### config.mk
export PLATFORM = sky130hd
export DESIGN_NAME = telegram_mapper
export DESIGN_NICKNAME = d
export VERILOG_FILES = /design/src/telegram_pkg.sv /design/src/first_violation.sv /design/src/telegram_mapper.sv
export SDC_FILE = /design/constraint.sdc
export NUM_CORES = 1
export LEC_CHECK = 0
export ABC_AREA = 1
export BUFFER_PORTS_ARGS = -buffer_cell sky130_fd_sc_hd__buf_2
export CORE_AREA = 2 2 142 144
export CTS_CLUSTER_SIZE = 40
export DETAILED_ROUTE_END_ITERATION = 6
export DIE_AREA = 0 0 144 146
export GPL_ROUTABILITY_DRIVEN = 0
export GPL_TIMING_DRIVEN = 0
export HOLD_SLACK_MARGIN = 0.1
export PLACE_DENSITY_LB_ADDON = 0.25
export SLEW_MARGIN = 10
export SYNTH_ARGS = -nofsm -noshare
export SYNTH_HDL_FRONTEND = slang
export SYNTH_SLANG_ARGS = --single-unit
export TNS_END_PERCENT = 10
### constraint.sdc
create_clock -name pclk -period 3.2 [get_ports pclk]
set_input_delay 0.32 -clock pclk [delete_from_list [all_inputs] [get_ports pclk]]
set_output_delay 0.32 -clock pclk [all_outputs]
set_load 0.005 [all_outputs]
### src/telegram_pkg.sv
package telegram_pkg;

	// Scanner side records
	typedef struct packed {
		logic        valid;
		logic [15:0] angle;
		logic [15:0] distance;
		logic        in_prot;
		logic        in_warn;
	} beam_t;

	typedef struct packed {
		logic        hit;
		logic [15:0] angle;
		logic [15:0] distance;
	} violation_t;

	// Telegram images, index is byte in module
	typedef logic [6:0][7:0]  safe_in_t;
	typedef logic [10:0][7:0] safe_out_t;
	typedef logic [7:0][7:0]  violation_msg_t;

	typedef enum logic [1:0] {
		FM_PAIRS_5_10 = 2'b00,
		FM_PAIRS_100  = 2'b01,
		FM_MULTI_CFG  = 2'b10,
		FM_TWO_FUNC   = 2'b11
	} func_mode_t;

	// Non-safe telegram numbering of the function B violation module
	localparam int unsigned VIO_TELEGRAM_BASE = 20;
	localparam int unsigned VIO_PROT_ANGLE    = 0;
	localparam int unsigned VIO_PROT_DIST     = 2;
	localparam int unsigned VIO_WARN_ANGLE    = 4;
	localparam int unsigned VIO_WARN_DIST     = 6;

	// Safe input frame
	localparam int unsigned SIN_FNA       = 0;
	localparam int unsigned SIN_FNB       = 1;
	localparam int unsigned SIN_RSVD      = 2;
	localparam int unsigned SIN_STATUS    = 3;
	localparam int unsigned SIN_CRC_HIGH  = 4;
	localparam int unsigned SIN_CRC_MID   = 5;
	localparam int unsigned SIN_CRC_LOW   = 6;
	localparam int unsigned BIT_WARN_FREE = 0;
	localparam int unsigned BIT_PROT_FREE = 1;

	// Safe output frame, 5/10 field pair layout
	localparam int unsigned SOUT_SWITCH    = 0;
	localparam int unsigned SOUT_START     = 4;
	localparam int unsigned BIT_START_WARN = 0;
	localparam int unsigned BIT_START_PROT = 1;
	localparam int unsigned SWITCH_BITS    = 5;

	// APB map
	localparam logic [7:0] ADDR_CTRL      = 8'h00;
	localparam logic [7:0] ADDR_IRQ_STAT  = 8'h04;
	localparam logic [7:0] ADDR_IRQ_MASK  = 8'h08;
	localparam logic [7:0] ADDR_PROT_REC  = 8'h0c;
	localparam logic [7:0] ADDR_WARN_REC  = 8'h10;
	localparam logic [7:0] ADDR_CMD_STAT  = 8'h14;

	localparam logic [1:0] CTRL_RESET     = 2'h0;
	localparam int unsigned IRQ_BITS      = 4;
	localparam int unsigned IRQ_SCAN_DONE = 0;
	localparam int unsigned IRQ_PROT_VIO  = 1;
	localparam int unsigned IRQ_FRAME_RX  = 2;
	localparam int unsigned IRQ_START_REQ = 3;

endpackage

### src/first_violation.sv
`timescale 1ns/1ps

// Holds the first beam of a scan that lies in one field
module first_violation (
	input  wire logic                     pclk,
	input  wire logic                     presetn,
	input  wire logic                     scan_start,
	input  wire logic                     scan_end,
	input  wire telegram_pkg::beam_t      beam,
	input  wire logic                     beam_in_field,
	output      telegram_pkg::violation_t record
);

	telegram_pkg::violation_t scan_q;
	telegram_pkg::violation_t scan_d;
	telegram_pkg::violation_t rec_q;
	telegram_pkg::violation_t rec_d;

	always_comb begin
		scan_d = scan_q;
		rec_d  = rec_q;
		if (scan_start) begin
			scan_d = '0;
		end
		// Beams arrive in rotation order, so the first hit wins
		if (beam.valid && beam_in_field && !scan_q.hit) begin
			scan_d.hit      = 1'b1;
			scan_d.angle    = beam.angle;
			scan_d.distance = beam.distance;
		end
		if (scan_end) begin
			rec_d = scan_q;
		end
	end

	always_ff @(posedge pclk or negedge presetn) begin
		if (!presetn) begin
			scan_q <= '0;
			rec_q  <= '0;
		end else begin
			scan_q <= scan_d;
			rec_q  <= rec_d;
		end
	end

	assign record = rec_q;

endmodule

### src/telegram_mapper.sv
`timescale 1ns/1ps

// What this block does
// - Report first violated beam per scan, protective and warning fields kept apart.
// - Protective violation angle, signed 16 bit, at non-safe byte 20.
// - Protective violation distance, unsigned 16 bit, at non-safe byte 22.
// - Warning violation angle at byte 24, distance at byte 26.
// - Safe byte 0: bit 0 warning free, bit 1 protective free, function A.
// - Safe byte 1: same flags for function B, bits 2 to 7 reserved.
// - Byte 2 reserved, byte 3 profile status, bytes 4 to 6 CRC high to low.
// - Safe switching signals travel only in the safe output frame.
// - Output bytes 0 to 4 decoded only in the 5/10 field pair mode; other modes are not decoded and set mode_unsupported.
// - Received commands select protective field switchover.
// - Manual start or restart released only by a received start signal.
module telegram_mapper (
	input  wire logic                         pclk,
	input  wire logic                         presetn,
	input  wire logic                         psel,
	input  wire logic                         penable,
	input  wire logic                         pwrite,
	input  wire logic [7:0]                   paddr,
	input  wire logic [31:0]                  pwdata,
	output      logic [31:0]                  prdata,
	output      logic                         pready,
	output      logic                         pslverr,
	output      logic                         irq,
	input  wire logic                         scan_start,
	input  wire logic                         scan_end,
	input  wire telegram_pkg::beam_t          beam,
	input  wire logic                         fna_warn_free,
	input  wire logic                         fna_prot_free,
	input  wire logic [7:0]                   tx_profile_status,
	input  wire logic [23:0]                  tx_crc,
	output      telegram_pkg::safe_in_t       safe_io_frame,
	output      telegram_pkg::violation_msg_t violation_msg,
	input  wire telegram_pkg::safe_out_t      rx_frame,
	input  wire logic                         rx_valid,
	output      logic [4:0]                   field_switchover,
	output      logic                         start_warn_release,
	output      logic                         start_prot_release,
	output      logic                         mode_unsupported
);

	telegram_pkg::violation_t prot_rec;
	telegram_pkg::violation_t warn_rec;

	first_violation u_prot (
		.pclk          (pclk),
		.presetn       (presetn),
		.scan_start    (scan_start),
		.scan_end      (scan_end),
		.beam          (beam),
		.beam_in_field (beam.in_prot),
		.record        (prot_rec)
	);

	first_violation u_warn (
		.pclk          (pclk),
		.presetn       (presetn),
		.scan_start    (scan_start),
		.scan_end      (scan_end),
		.beam          (beam),
		.beam_in_field (beam.in_warn),
		.record        (warn_rec)
	);

	// Telegram images
	telegram_pkg::safe_in_t       sin_q;
	telegram_pkg::safe_in_t       sin_d;
	telegram_pkg::violation_msg_t vmsg_q;
	telegram_pkg::violation_msg_t vmsg_d;

	always_comb begin
		sin_d  = '0;
		vmsg_d = '0;
		sin_d[telegram_pkg::SIN_FNA][telegram_pkg::BIT_WARN_FREE] = fna_warn_free;
		sin_d[telegram_pkg::SIN_FNA][telegram_pkg::BIT_PROT_FREE] = fna_prot_free;
		// Function B free means no beam of the last scan was in the field
		sin_d[telegram_pkg::SIN_FNB][telegram_pkg::BIT_WARN_FREE] = !warn_rec.hit;
		sin_d[telegram_pkg::SIN_FNB][telegram_pkg::BIT_PROT_FREE] = !prot_rec.hit;
		sin_d[telegram_pkg::SIN_RSVD]     = 8'h00;
		sin_d[telegram_pkg::SIN_STATUS]   = tx_profile_status;
		sin_d[telegram_pkg::SIN_CRC_HIGH] = tx_crc[23:16];
		sin_d[telegram_pkg::SIN_CRC_MID]  = tx_crc[15:8];
		sin_d[telegram_pkg::SIN_CRC_LOW]  = tx_crc[7:0];
		// Most significant byte first; no clear flags here
		vmsg_d[telegram_pkg::VIO_PROT_ANGLE]     = prot_rec.angle[15:8];
		vmsg_d[telegram_pkg::VIO_PROT_ANGLE + 1] = prot_rec.angle[7:0];
		vmsg_d[telegram_pkg::VIO_PROT_DIST]      = prot_rec.distance[15:8];
		vmsg_d[telegram_pkg::VIO_PROT_DIST + 1]  = prot_rec.distance[7:0];
		vmsg_d[telegram_pkg::VIO_WARN_ANGLE]     = warn_rec.angle[15:8];
		vmsg_d[telegram_pkg::VIO_WARN_ANGLE + 1] = warn_rec.angle[7:0];
		vmsg_d[telegram_pkg::VIO_WARN_DIST]      = warn_rec.distance[15:8];
		vmsg_d[telegram_pkg::VIO_WARN_DIST + 1]  = warn_rec.distance[7:0];
	end

	always_ff @(posedge pclk or negedge presetn) begin
		if (!presetn) begin
			sin_q  <= '0;
			vmsg_q <= '0;
		end else begin
			sin_q  <= sin_d;
			vmsg_q <= vmsg_d;
		end
	end

	assign safe_io_frame = sin_q;
	assign violation_msg = vmsg_q;

	// Command decode
	telegram_pkg::func_mode_t mode_q;
	telegram_pkg::func_mode_t mode_d;
	logic [4:0]               switch_q;
	logic [4:0]               switch_d;
	logic                     warn_lvl_q;
	logic                     warn_lvl_d;
	logic                     prot_lvl_q;
	logic                     prot_lvl_d;
	logic                     warn_rel_q;
	logic                     warn_rel_d;
	logic                     prot_rel_q;
	logic                     prot_rel_d;
	logic                     rx_warn;
	logic                     rx_prot;

	assign rx_warn = rx_frame[telegram_pkg::SOUT_START][telegram_pkg::BIT_START_WARN];
	assign rx_prot = rx_frame[telegram_pkg::SOUT_START][telegram_pkg::BIT_START_PROT];

	always_comb begin
		switch_d   = switch_q;
		warn_lvl_d = warn_lvl_q;
		prot_lvl_d = prot_lvl_q;
		warn_rel_d = 1'b0;
		prot_rel_d = 1'b0;
		// Other layouts are not decoded; last valid selection is kept
		if (rx_valid && mode_q == telegram_pkg::FM_PAIRS_5_10) begin
			// Reserved bits 5 to 7 and bytes 1 to 3 are masked out
			switch_d   = rx_frame[telegram_pkg::SOUT_SWITCH][telegram_pkg::SWITCH_BITS-1:0];
			warn_lvl_d = rx_warn;
			prot_lvl_d = rx_prot;
			// Release on the rising edge only, so a stuck bit cannot restart twice
			warn_rel_d = rx_warn && !warn_lvl_q;
			prot_rel_d = rx_prot && !prot_lvl_q;
		end
	end

	always_ff @(posedge pclk or negedge presetn) begin
		if (!presetn) begin
			switch_q   <= '0;
			warn_lvl_q <= 1'b0;
			prot_lvl_q <= 1'b0;
			warn_rel_q <= 1'b0;
			prot_rel_q <= 1'b0;
		end else begin
			switch_q   <= switch_d;
			warn_lvl_q <= warn_lvl_d;
			prot_lvl_q <= prot_lvl_d;
			warn_rel_q <= warn_rel_d;
			prot_rel_q <= prot_rel_d;
		end
	end

	assign field_switchover   = switch_q;
	assign start_warn_release = warn_rel_q;
	assign start_prot_release = prot_rel_q;
	assign mode_unsupported   = (mode_q != telegram_pkg::FM_PAIRS_5_10);

	// Register map, byte addresses on the APB side
	//   CTRL      mode select in the low bits
	//   IRQ_STAT  sticky events, cleared by reading
	//   IRQ_MASK  same layout as IRQ_STAT
	//   PROT_REC  protective record, angle in the high half
	//   WARN_REC  warning record, angle in the high half
	//   CMD_STAT  decoded command levels, read only
	// Read data is latched in setup, so access never needs a wait
	// APB slave, zero wait states
	logic                          setup;
	logic                          access;
	logic                          wr_en;
	logic                          rd_en;
	logic                          mapped;
	logic [31:0]                   rdata_q;
	logic [31:0]                   rdata_d;
	logic                          err_q;
	logic                          err_d;
	logic [telegram_pkg::IRQ_BITS-1:0] stat_q;
	logic [telegram_pkg::IRQ_BITS-1:0] stat_d;
	logic [telegram_pkg::IRQ_BITS-1:0] mask_q;
	logic [telegram_pkg::IRQ_BITS-1:0] mask_d;
	logic [telegram_pkg::IRQ_BITS-1:0] events;
	logic                          scan_done_q;
	logic                          scan_done_d;

	assign setup  = psel && !penable;
	assign access = psel && penable;
	assign wr_en  = access && pwrite;
	assign rd_en  = access && !pwrite;

	always_comb begin
		unique case (paddr)
			telegram_pkg::ADDR_CTRL,
			telegram_pkg::ADDR_IRQ_STAT,
			telegram_pkg::ADDR_IRQ_MASK,
			telegram_pkg::ADDR_PROT_REC,
			telegram_pkg::ADDR_WARN_REC,
			telegram_pkg::ADDR_CMD_STAT: mapped = 1'b1;
			default:                     mapped = 1'b0;
		endcase
	end

	always_comb begin
		events                              = '0;
		events[telegram_pkg::IRQ_SCAN_DONE] = scan_done_q;
		events[telegram_pkg::IRQ_PROT_VIO]  = scan_done_q && prot_rec.hit;
		events[telegram_pkg::IRQ_FRAME_RX]  = rx_valid;
		events[telegram_pkg::IRQ_START_REQ] = warn_rel_q || prot_rel_q;
	end

	always_comb begin
		mode_d  = mode_q;
		mask_d  = mask_q;
		stat_d  = stat_q;
		rdata_d = rdata_q;
		err_d   = 1'b0;
		// Delayed so the records have settled before the event fires
		scan_done_d = scan_end;
		if (setup) begin
			rdata_d = 32'h0000_0000;
			err_d   = !mapped;
			unique case (paddr)
				telegram_pkg::ADDR_CTRL:     rdata_d[1:0] = mode_q;
				telegram_pkg::ADDR_IRQ_STAT: rdata_d[telegram_pkg::IRQ_BITS-1:0] = stat_q;
				telegram_pkg::ADDR_IRQ_MASK: rdata_d[telegram_pkg::IRQ_BITS-1:0] = mask_q;
				telegram_pkg::ADDR_PROT_REC: rdata_d = {prot_rec.angle, prot_rec.distance};
				telegram_pkg::ADDR_WARN_REC: rdata_d = {warn_rec.angle, warn_rec.distance};
				telegram_pkg::ADDR_CMD_STAT:
					rdata_d[7:0] = {mode_unsupported, prot_lvl_q, warn_lvl_q, switch_q};
				default:                     rdata_d = 32'h0000_0000;
			endcase
		end
		if (wr_en && paddr == telegram_pkg::ADDR_CTRL) begin
			mode_d = telegram_pkg::func_mode_t'(pwdata[1:0]);
		end
		if (wr_en && paddr == telegram_pkg::ADDR_IRQ_MASK) begin
			mask_d = pwdata[telegram_pkg::IRQ_BITS-1:0];
		end
		if (rd_en && paddr == telegram_pkg::ADDR_IRQ_STAT) begin
			stat_d = '0;
		end
		// New events beat the read clear
		stat_d = stat_d | events;
	end

	always_ff @(posedge pclk or negedge presetn) begin
		if (!presetn) begin
			mode_q      <= telegram_pkg::func_mode_t'(telegram_pkg::CTRL_RESET);
			mask_q      <= '0;
			stat_q      <= '0;
			rdata_q     <= '0;
			err_q       <= 1'b0;
			scan_done_q <= 1'b0;
		end else begin
			mode_q      <= mode_d;
			mask_q      <= mask_d;
			stat_q      <= stat_d;
			rdata_q     <= rdata_d;
			err_q       <= err_d;
			scan_done_q <= scan_done_d;
		end
	end

	assign prdata  = rdata_q;
	assign pready  = 1'b1;
	// Error flag latched in setup, so it stands for the whole access
	assign pslverr = err_q && access;
	assign irq     = |(stat_q & mask_q);

endmodule

==> results.txt, run 1 <==
----------------------------------------------------
[Die]
  Initial core utilization ... 0.525
  Die X ... 144 um
  Chip Height ... 146 um
  Count of standard-cell rows ... 51
  Core ar. ... 0.0193 mm^2
  Number of placed I/O pins ... 368
  DIE AREA ... 0.0210 mm^2

[Power and ir drop]
  Sequential power share ... 0.486
  Internal cell power ... 6420 uW
  Post-layout power ... 8380 uW
  Max IR drop VDD ... 0.454 mV
  Fraction of power consumed by combinational cells ... 0.097
  NetSw ... 1960 uW
  Switching share of power ... 0.234
  Ratio of total power to cell area ... 614 mW/mm^2
  Clock share of power ... 0.416
  Leakage power figure ... 0.00707 uW

[Clock network]
  Buffers from clock root to sink, at most ... 3
  Clock latency on the worst-skew pair ... 0.53 ns
  Number of levels the H-tree was split into ... 1
  Total CTS buffers ... 29
  Root buffer cell ... clkbuf_16
  # clock sinks ... 285
  TritonCTS clock tree ... built
  Clock transition at the registers of the reported paths ... 0.06 ns
  Resized Gates After CTS ... 0

[Worst setup path]
  Nature of the critical path startpoint ... flop
  Critical-path cell list ... nor2_1 -> inv_1 -> buf_2
  Family with the most delay on the worst path ... flip-flops
  Critical register-to-register path startpoint ... u_prot.scan_q[32]$_DFFE_PN0P_
  Setup crit start ... mode_q[1]$_DFFE_PN0P_
  Endpoint arrival time on the critical path ... 1.38 ns
  Slowest cell on the critical path ... dfrtp_1
  Capturing element type of the critical path ... output port
  Combined buffer and inverter count along the critical path ... 2
  WS Path Type ... flop to output port
  Crit path required time ... 2.88 ns
  Maximum single-stage delay on the critical path ... 0.42 ns
  Largest fanout on the critical path ... 3

[Detailed routing]
  Via total after detailed routing ... 7765
  Post-route DRC ... 0
  Final routed wire length divided by cell count ... 17.1 um
  Post-detailed-route via-to-cell ratio ... 5.00
  Number of DRC markers in iteration 0 ... 440
  Sum of routed wire length over all layers ... 26.6 mm
  Final antenna-violating net count ... 0
  Detailed-routing iteration count for the pre-antenna-repair pass ... 5

[Synthesis]
  Post-synthesis share of cell area spent on full adders, half adders and majority gates ... 0
  Post-synthesis compound-gate area fraction ... 0.0832
  Multiplexer area fraction after synthesis ... 0.0355
  Most used DFF post-synth ... dfrtp_1
  Xor and xnor area share after synthesis ... 0
  Number of distinct library cells after synthesis ... 24
  Post-Syn Area per Cell ... 11.3 um^2
  Synthesized-area fraction occupied by and/or/nand/nor cells ... 0.109
  Sequential cell area fraction in the yosys report ... 0.702
  Number of enable flip-flop cells after synthesis ... 0
  Instance count of the mapped netlist ... 896
  Combinational family with the most area after synthesis ... simple AND/OR/NAND/NOR gates
  Ys async rst share ... 1.00
  Register bit count reported by yosys ... 285
  Mapped cell area ... 0.0102 mm^2
  Synth warn ... 0

[Timing]
  Final critical-path setup slack ... 1.50 ns
  Worst Hold Slack ... 0.126 ns
  Hold Fails Final Rpt ... 0
  Number of setup violations in the final report ... 0
  Max-slew violation count ... 0
  Unrepaired setup endpoints after global routing ... false
  Achievable frequency ... 588 MHz
  Part of the cycle the worst path needs ... 0.531
  Worst Skew ... 0.00706 ns
  Tightest Pin Transition ... 0.771 ns
  Slew Limit Headroom ... 0.486
  Minimum clock period ... 1.70 ns

[Placement]
  Minimum setup slack after placement ... 1.38 ns
  Dpl cell area ... 0.0118 mm^2
  Half-perimeter wire length after detailed placement ... 17.6 mm
  Count of buffers from port buffering ... 237

[GRT]
  GRT Resource Usage Total ... 0.255
  Pin count of the biggest net entering global routing ... 105
  First-pass GRT wire length ... 41.7 mm
  Met2 global-route usage ... 0.401
  Global-route layer with the greatest usage ... met2
  Number of antenna violations at the first check in global routing ... 0
  Fraction of met1 tracks used by global routing ... 0.362
  Via count of the first global-routing pass ... 7868
  Met3 track demand over resource in global routing ... 0.0530
  Final global-route overflow total ... 0

[Job]
  Max-cap viol count ... 0

[Worst hold path]
  Worst min-delay path class ... primary input to flop
  Min-Delay Startpoint ... beam[7]

[Final layout]
  Layout filler cell count ... 1428
  Net count, final ... 1472
  Fraction of final layout cells with drive strength greater than 1 ... 0.291
  Most frequent cells in the layout ... dfrtp_1, buf_2, nand2_1
  Area Overhead vs Synth ... 34.4%
  Final instance area ... 0.0136 mm^2
  Diode count ... 0
  Most common cell after layout, fill and taps aside ... dfrtp_1

[Status]
  Result of the run ... finished clean

----------------------------------------------------
registers in the layout, summed over array words and instances (netlist names):
signal and cells:
u_warn.record 33, safe_io_frame 36, violation_msg 64, mask_q 4, field_switchover 5, prdata 32
warn_lvl_q 1, start_warn_release 1, err_q 1, scan_done_q 1, start_prot_release 1, u_warn.scan_q 33
prot_lvl_q 1, mode_q 2, stat_q 4, u_prot.scan_q 33, u_prot.record 33
cell usage after synthesis, types with 2 or more instances:
cell        n  share of area
dfrtp_1   285           0.70
nand2_1   111          0.041
inv_1      90          0.033
a21oi_1    84          0.041
nor2_1     82          0.030
nand3_1    61          0.030
o21ai_0    40          0.020
o22ai_1    33          0.020
mux2_2     32          0.035
buf_4      23          0.017
buf_2      19         0.0094
clkbuf_1   12         0.0044
buf_1       5         0.0018
nor2_2      3         0.0018
nor3_2      3         0.0030
a31oi_1     2         0.0012
buf_6       2         0.0022
conb_1      2        0.00074
inv_2       2        0.00074
layout make-up:
class	instances	area, um^2	area share
inverters	92	345	0.0253
clock inverters	12	169	0.0124
well taps	265	332	0.0243
repair buffers	321	2090	0.153
plain buffers	61	354	0.0259
flip-flops and latches	285	7130	0.523
multi-input cells	477	2390	0.175
clock buffers	39	833	0.0611
repair_timing:
item | CTS | global route
setup buffers | 0 | 0
hold buffers | 81 | 0
hold endpoints to repair | 246 | 0
power by group through the flow:
stage               clock network (uW)  registers, uW  logic (uW)
floorplan                            0           4110         303
global placement                     0           4130         701
detailed placement                   0           4140         735
CTS                               3550           4070         816
global route                      3690           4110         910
finish                            3490           4080         814
cell families after synthesis:
logic type / after synthesis
other: 2
DFF: 285
AOI/OAI and AO/OA: 160
buffers and inverters: 153
muxes: 32
and+or+nand+nor: 264
path summary, 6_finish.rpt:
check / slack, ns / endpoint / cells past startpoint
worst max-delay path: 1.50 / mode_unsupported / 3
worst min-delay path: 0.13 / u_prot.scan_q[5]$_DFFE_PN0P_ / 3
worst max register to register: 1.53 / u_prot.scan_q[19]$_DFFE_PN0P_ / 6
worst min register to register: 0.40 / violation_msg[2]$_DFF_PN0_ / 0
max in group asynchronous: 1.82 / safe_io_frame[52]$_DFF_PN0_ / 4
min in group asynchronous: 0.23 / safe_io_frame[25]$_DFF_PN0_ / 2
tightest hold or removal path, stage by stage:
cell and delay, ns:
buf_2 0.08, inv_1 0.07, o21ai_0 0.15
metrics by stage:
stage / TNS, ns / util / std cells
6_report: 0 / 0.706 / 1552
2_1_floorplan: 0 / - / 915
3_5_place_dp: 0 / 0.612 / 1420
4_1_cts: 0 / 0.706 / 1552
3_3_place_gp: -936.25 / 0.607 / 1417
5_1_grt: 0 / 0.706 / 1552
per-layer routing:
metal | vias to the layer above | routed length, um
li1 | 3610 | -
met1 | 3766 | 11700
met2 | 333 | 12200
met3 | 56 | 2030
met4 | 0 | 738
met5 | - | 0
No activity file was read; power rests on OpenSTA's default activity.
==> run 2, diff against run 1 <==
- CORE_AREA: 2 2 142 144 -> unset
- CORE_UTILIZATION: unset -> 44
- DIE_AREA: 0 0 144 146 -> unset
- clock period: 3.2 -> 1.4 ns (I/O delays scaled with it)
==> results.txt, run 2 (same netlist as run 1, synthesis figures left out) <==
----------------------------------------------------
[Status]
  Result of the run ... finished with violations
  Violations in the final reports ... setup timing

[Clock network]
  Number of levels the H-tree was split into ... 1
  Buffers from clock root to sink, at most ... 3
  Buffer count from post-CTS setup fixing ... 0
  Clock latency on the worst-skew pair ... 0.56 ns
  TritonCTS clock tree ... built
  Root buffer cell ... clkbuf_16
  # clock sinks ... 285
  Total CTS buffers ... 30
  Clock transition at the registers of the reported paths ... 0.06 ns

[Die]
  Count of standard-cell rows ... 55
  Initial core utilization ... 0.448
  Die X ... 154 um
  Number of placed I/O pins ... 368
  Chip Height ... 154 um
  Core ar. ... 0.0226 mm^2
  DIE AREA ... 0.0237 mm^2

[Final layout]
  Area Overhead vs Synth ... 36.3%
  Max reg flops ... 64
  Most frequent cells in the layout ... dfrtp_1, buf_2, nand2_1
  Fraction of final layout cells with drive strength greater than 1 ... 0.302
  Fraction of the core area covered by cells at the end of the flow ... 0.611
  Most common cell after layout, fill and taps aside ... dfrtp_1
  Layout filler cell count ... 1850
  Net count, final ... 1481
  Diode count ... 0

[Worst setup path]
  Crit path required time ... 1.26 ns
  Maximum single-stage delay on the critical path ... 0.41 ns
  Critical-path cell list ... nor2_2 -> inv_2 -> buf_6
  Register-to-Register Setup Slack ... 0.02 ns
  Setup crit start ... mode_q[0]$_DFFE_PN0P_
  Critical register-to-register path startpoint ... u_warn.scan_q[32]$_DFFE_PN0P_
  RR Endpoint ... u_warn.scan_q[32]$_DFFE_PN0P_
  Capturing element type of the critical path ... output port
  Nature of the critical path startpoint ... flop
  Endpoint arrival time on the critical path ... 1.28 ns
  Slowest cell on the critical path ... dfrtp_1
  Largest fanout on the critical path ... 3
  WS Path Type ... flop to output port
  Reg2reg path depth ... 4
  CP Capture Point ... mode_unsupported

[Worst hold path]
  Worst min-delay path class ... primary input to flop

[Detailed routing]
  Final routed wire length divided by cell count ... 17.1 um
  Final antenna-violating net count ... 0
  Post-detailed-route via-to-cell ratio ... 4.88
  Via total after detailed routing ... 7742
  Number of DRC markers in iteration 0 ... 424
  Sum of routed wire length over all layers ... 27.2 mm
  Detailed-routing iteration count for the pre-antenna-repair pass ... 5
  Post-route DRC ... 0

[Placement]
  Count of buffers from port buffering ... 237
  Minimum setup slack after placement ... -0.244 ns
  Half-perimeter wire length after detailed placement ... 17.9 mm

[GRT]
  Final global-route overflow total ... 0
  GRT Resource Usage Total ... 0.236
  Via count of the first global-routing pass ... 7799
  First-pass GRT wire length ... 43.0 mm
  Number of antenna violations at the first check in global routing ... 0
  Pin count of the biggest net entering global routing ... 108

[Job]
  Max-cap viol count ... 0

[Power and ir drop]
  Leakage power figure ... 0.00716 uW
  Max IR drop VDD ... 1.00 mV
  Ratio of total power to cell area ... 1400 mW/mm^2

[Timing]
  Max-slew violation count ... 0
  Minimum clock period ... 1.42 ns
  Number of setup violations in the final report ... 1
  Achievable frequency ... 702 MHz
  Part of the cycle the worst path needs ... 1.02
  Final critical-path setup slack ... -0.0241 ns
  Hold Fails Final Rpt ... 0
  Slew Limit Headroom ... 0.449
  Worst Skew ... 0.0246 ns
  Tightest Pin Transition ... 0.826 ns
  Unrepaired setup endpoints after global routing ... true

----------------------------------------------------
-- run 2: cell count changes in the layout (fill, tap and decap cells not counted), moves of 4 or more --
cell,before,now
buf_2,255,244
buf_4,23,27
clkbuf_2,0,6
clkbuf_4,0,8
dlygate4sd3_1,81,89
-- run 2: final cells by class --
| class | instances | area (um^2) | share of cell area |
|---|---|---|---|
| tap | 285 | 357 | 0.0258 |
| buffer | 61 | 394 | 0.0285 |
| clock inverter | 12 | 144 | 0.0104 |
| timing repair buffer | 329 | 2160 | 0.156 |
| multi-input combinational | 477 | 2410 | 0.174 |
| inverter | 92 | 345 | 0.0250 |
| sequential | 285 | 7130 | 0.515 |
| clock buffer | 44 | 895 | 0.0646 |
-- run 2: repair_timing --
item                                   CTS  global route
hold buffers                            90             0
setup endpoints to repair               69           103
pin swaps                                1             0
gates resized for setup                 13            20
endpoints found under the hold margin  206             0
gates cloned                             0             0
-- run 2: routing by layer --
metal,part of all wire,track usage,vias to the layer above
met5,0,0,-
met4,0.020,0.0586,0
met3,0.065,0.0386,35
met2,0.47,0.385,287
met1,0.45,0.332,3793
li1,-,-,3627
-- run 2: worst min path at each step --
stage                             endpoint       start  depth (start not counted)  slack (ns)
6_report             mode_q[0]$_DFFE_PN0P_        psel                          5        0.13
5_1_grt              mode_q[0]$_DFFE_PN0P_        psel                          5        0.12
4_1_cts              mode_q[0]$_DFFE_PN0P_    paddr[4]                          6        0.12
3_5_place_dp   safe_io_frame[45]$_DFF_PN0_     presetn                          1        0.18
3_3_place_gp   safe_io_frame[45]$_DFF_PN0_  tx_crc[13]                          1        0.25
2_1_floorplan              err_q$_DFF_PN0_     presetn                          0       -0.16
-- run 2: stage by stage --
stage / instance area [um^2] / total power (uW) / std cells / TNS, ns / hold slack, ns
5_1_grt: 13800 / 20200 / 1585 / -0.519 / 0.120
3_5_place_dp: 11800 / 11100 / 1439 / -11.37 / 0.177
6_report: 13800 / 19400 / 1585 / -0.0241 / 0.126
3_3_place_gp: 11800 / 11100 / 1437 / -1430.74 / 0.248
4_1_cts: 13800 / 19500 / 1585 / -0.0973 / 0.124
2_1_floorplan: 10200 / 10100 / 915 / 0 / -0.156
-- run 2: report_power, final --
group | leakage [uW] | switching [uW] | internal [uW] | total, uW
clock | 0.000510 | 3200 | 4970 | 8170
sequential | 0.00361 | 382 | 8940 | 9320
combinational | 0.00304 | 1000 | 871 | 1880
total | 0.00716 | 4590 | 14800 | 19400
-- run 2: critical path, delay by kind of cell, from the launching register on --
family,cells,cell delay [ns]
buffers and inverters,2,0.20
flip-flops,1,0.41
AND/OR/NAND/NOR,1,0.14
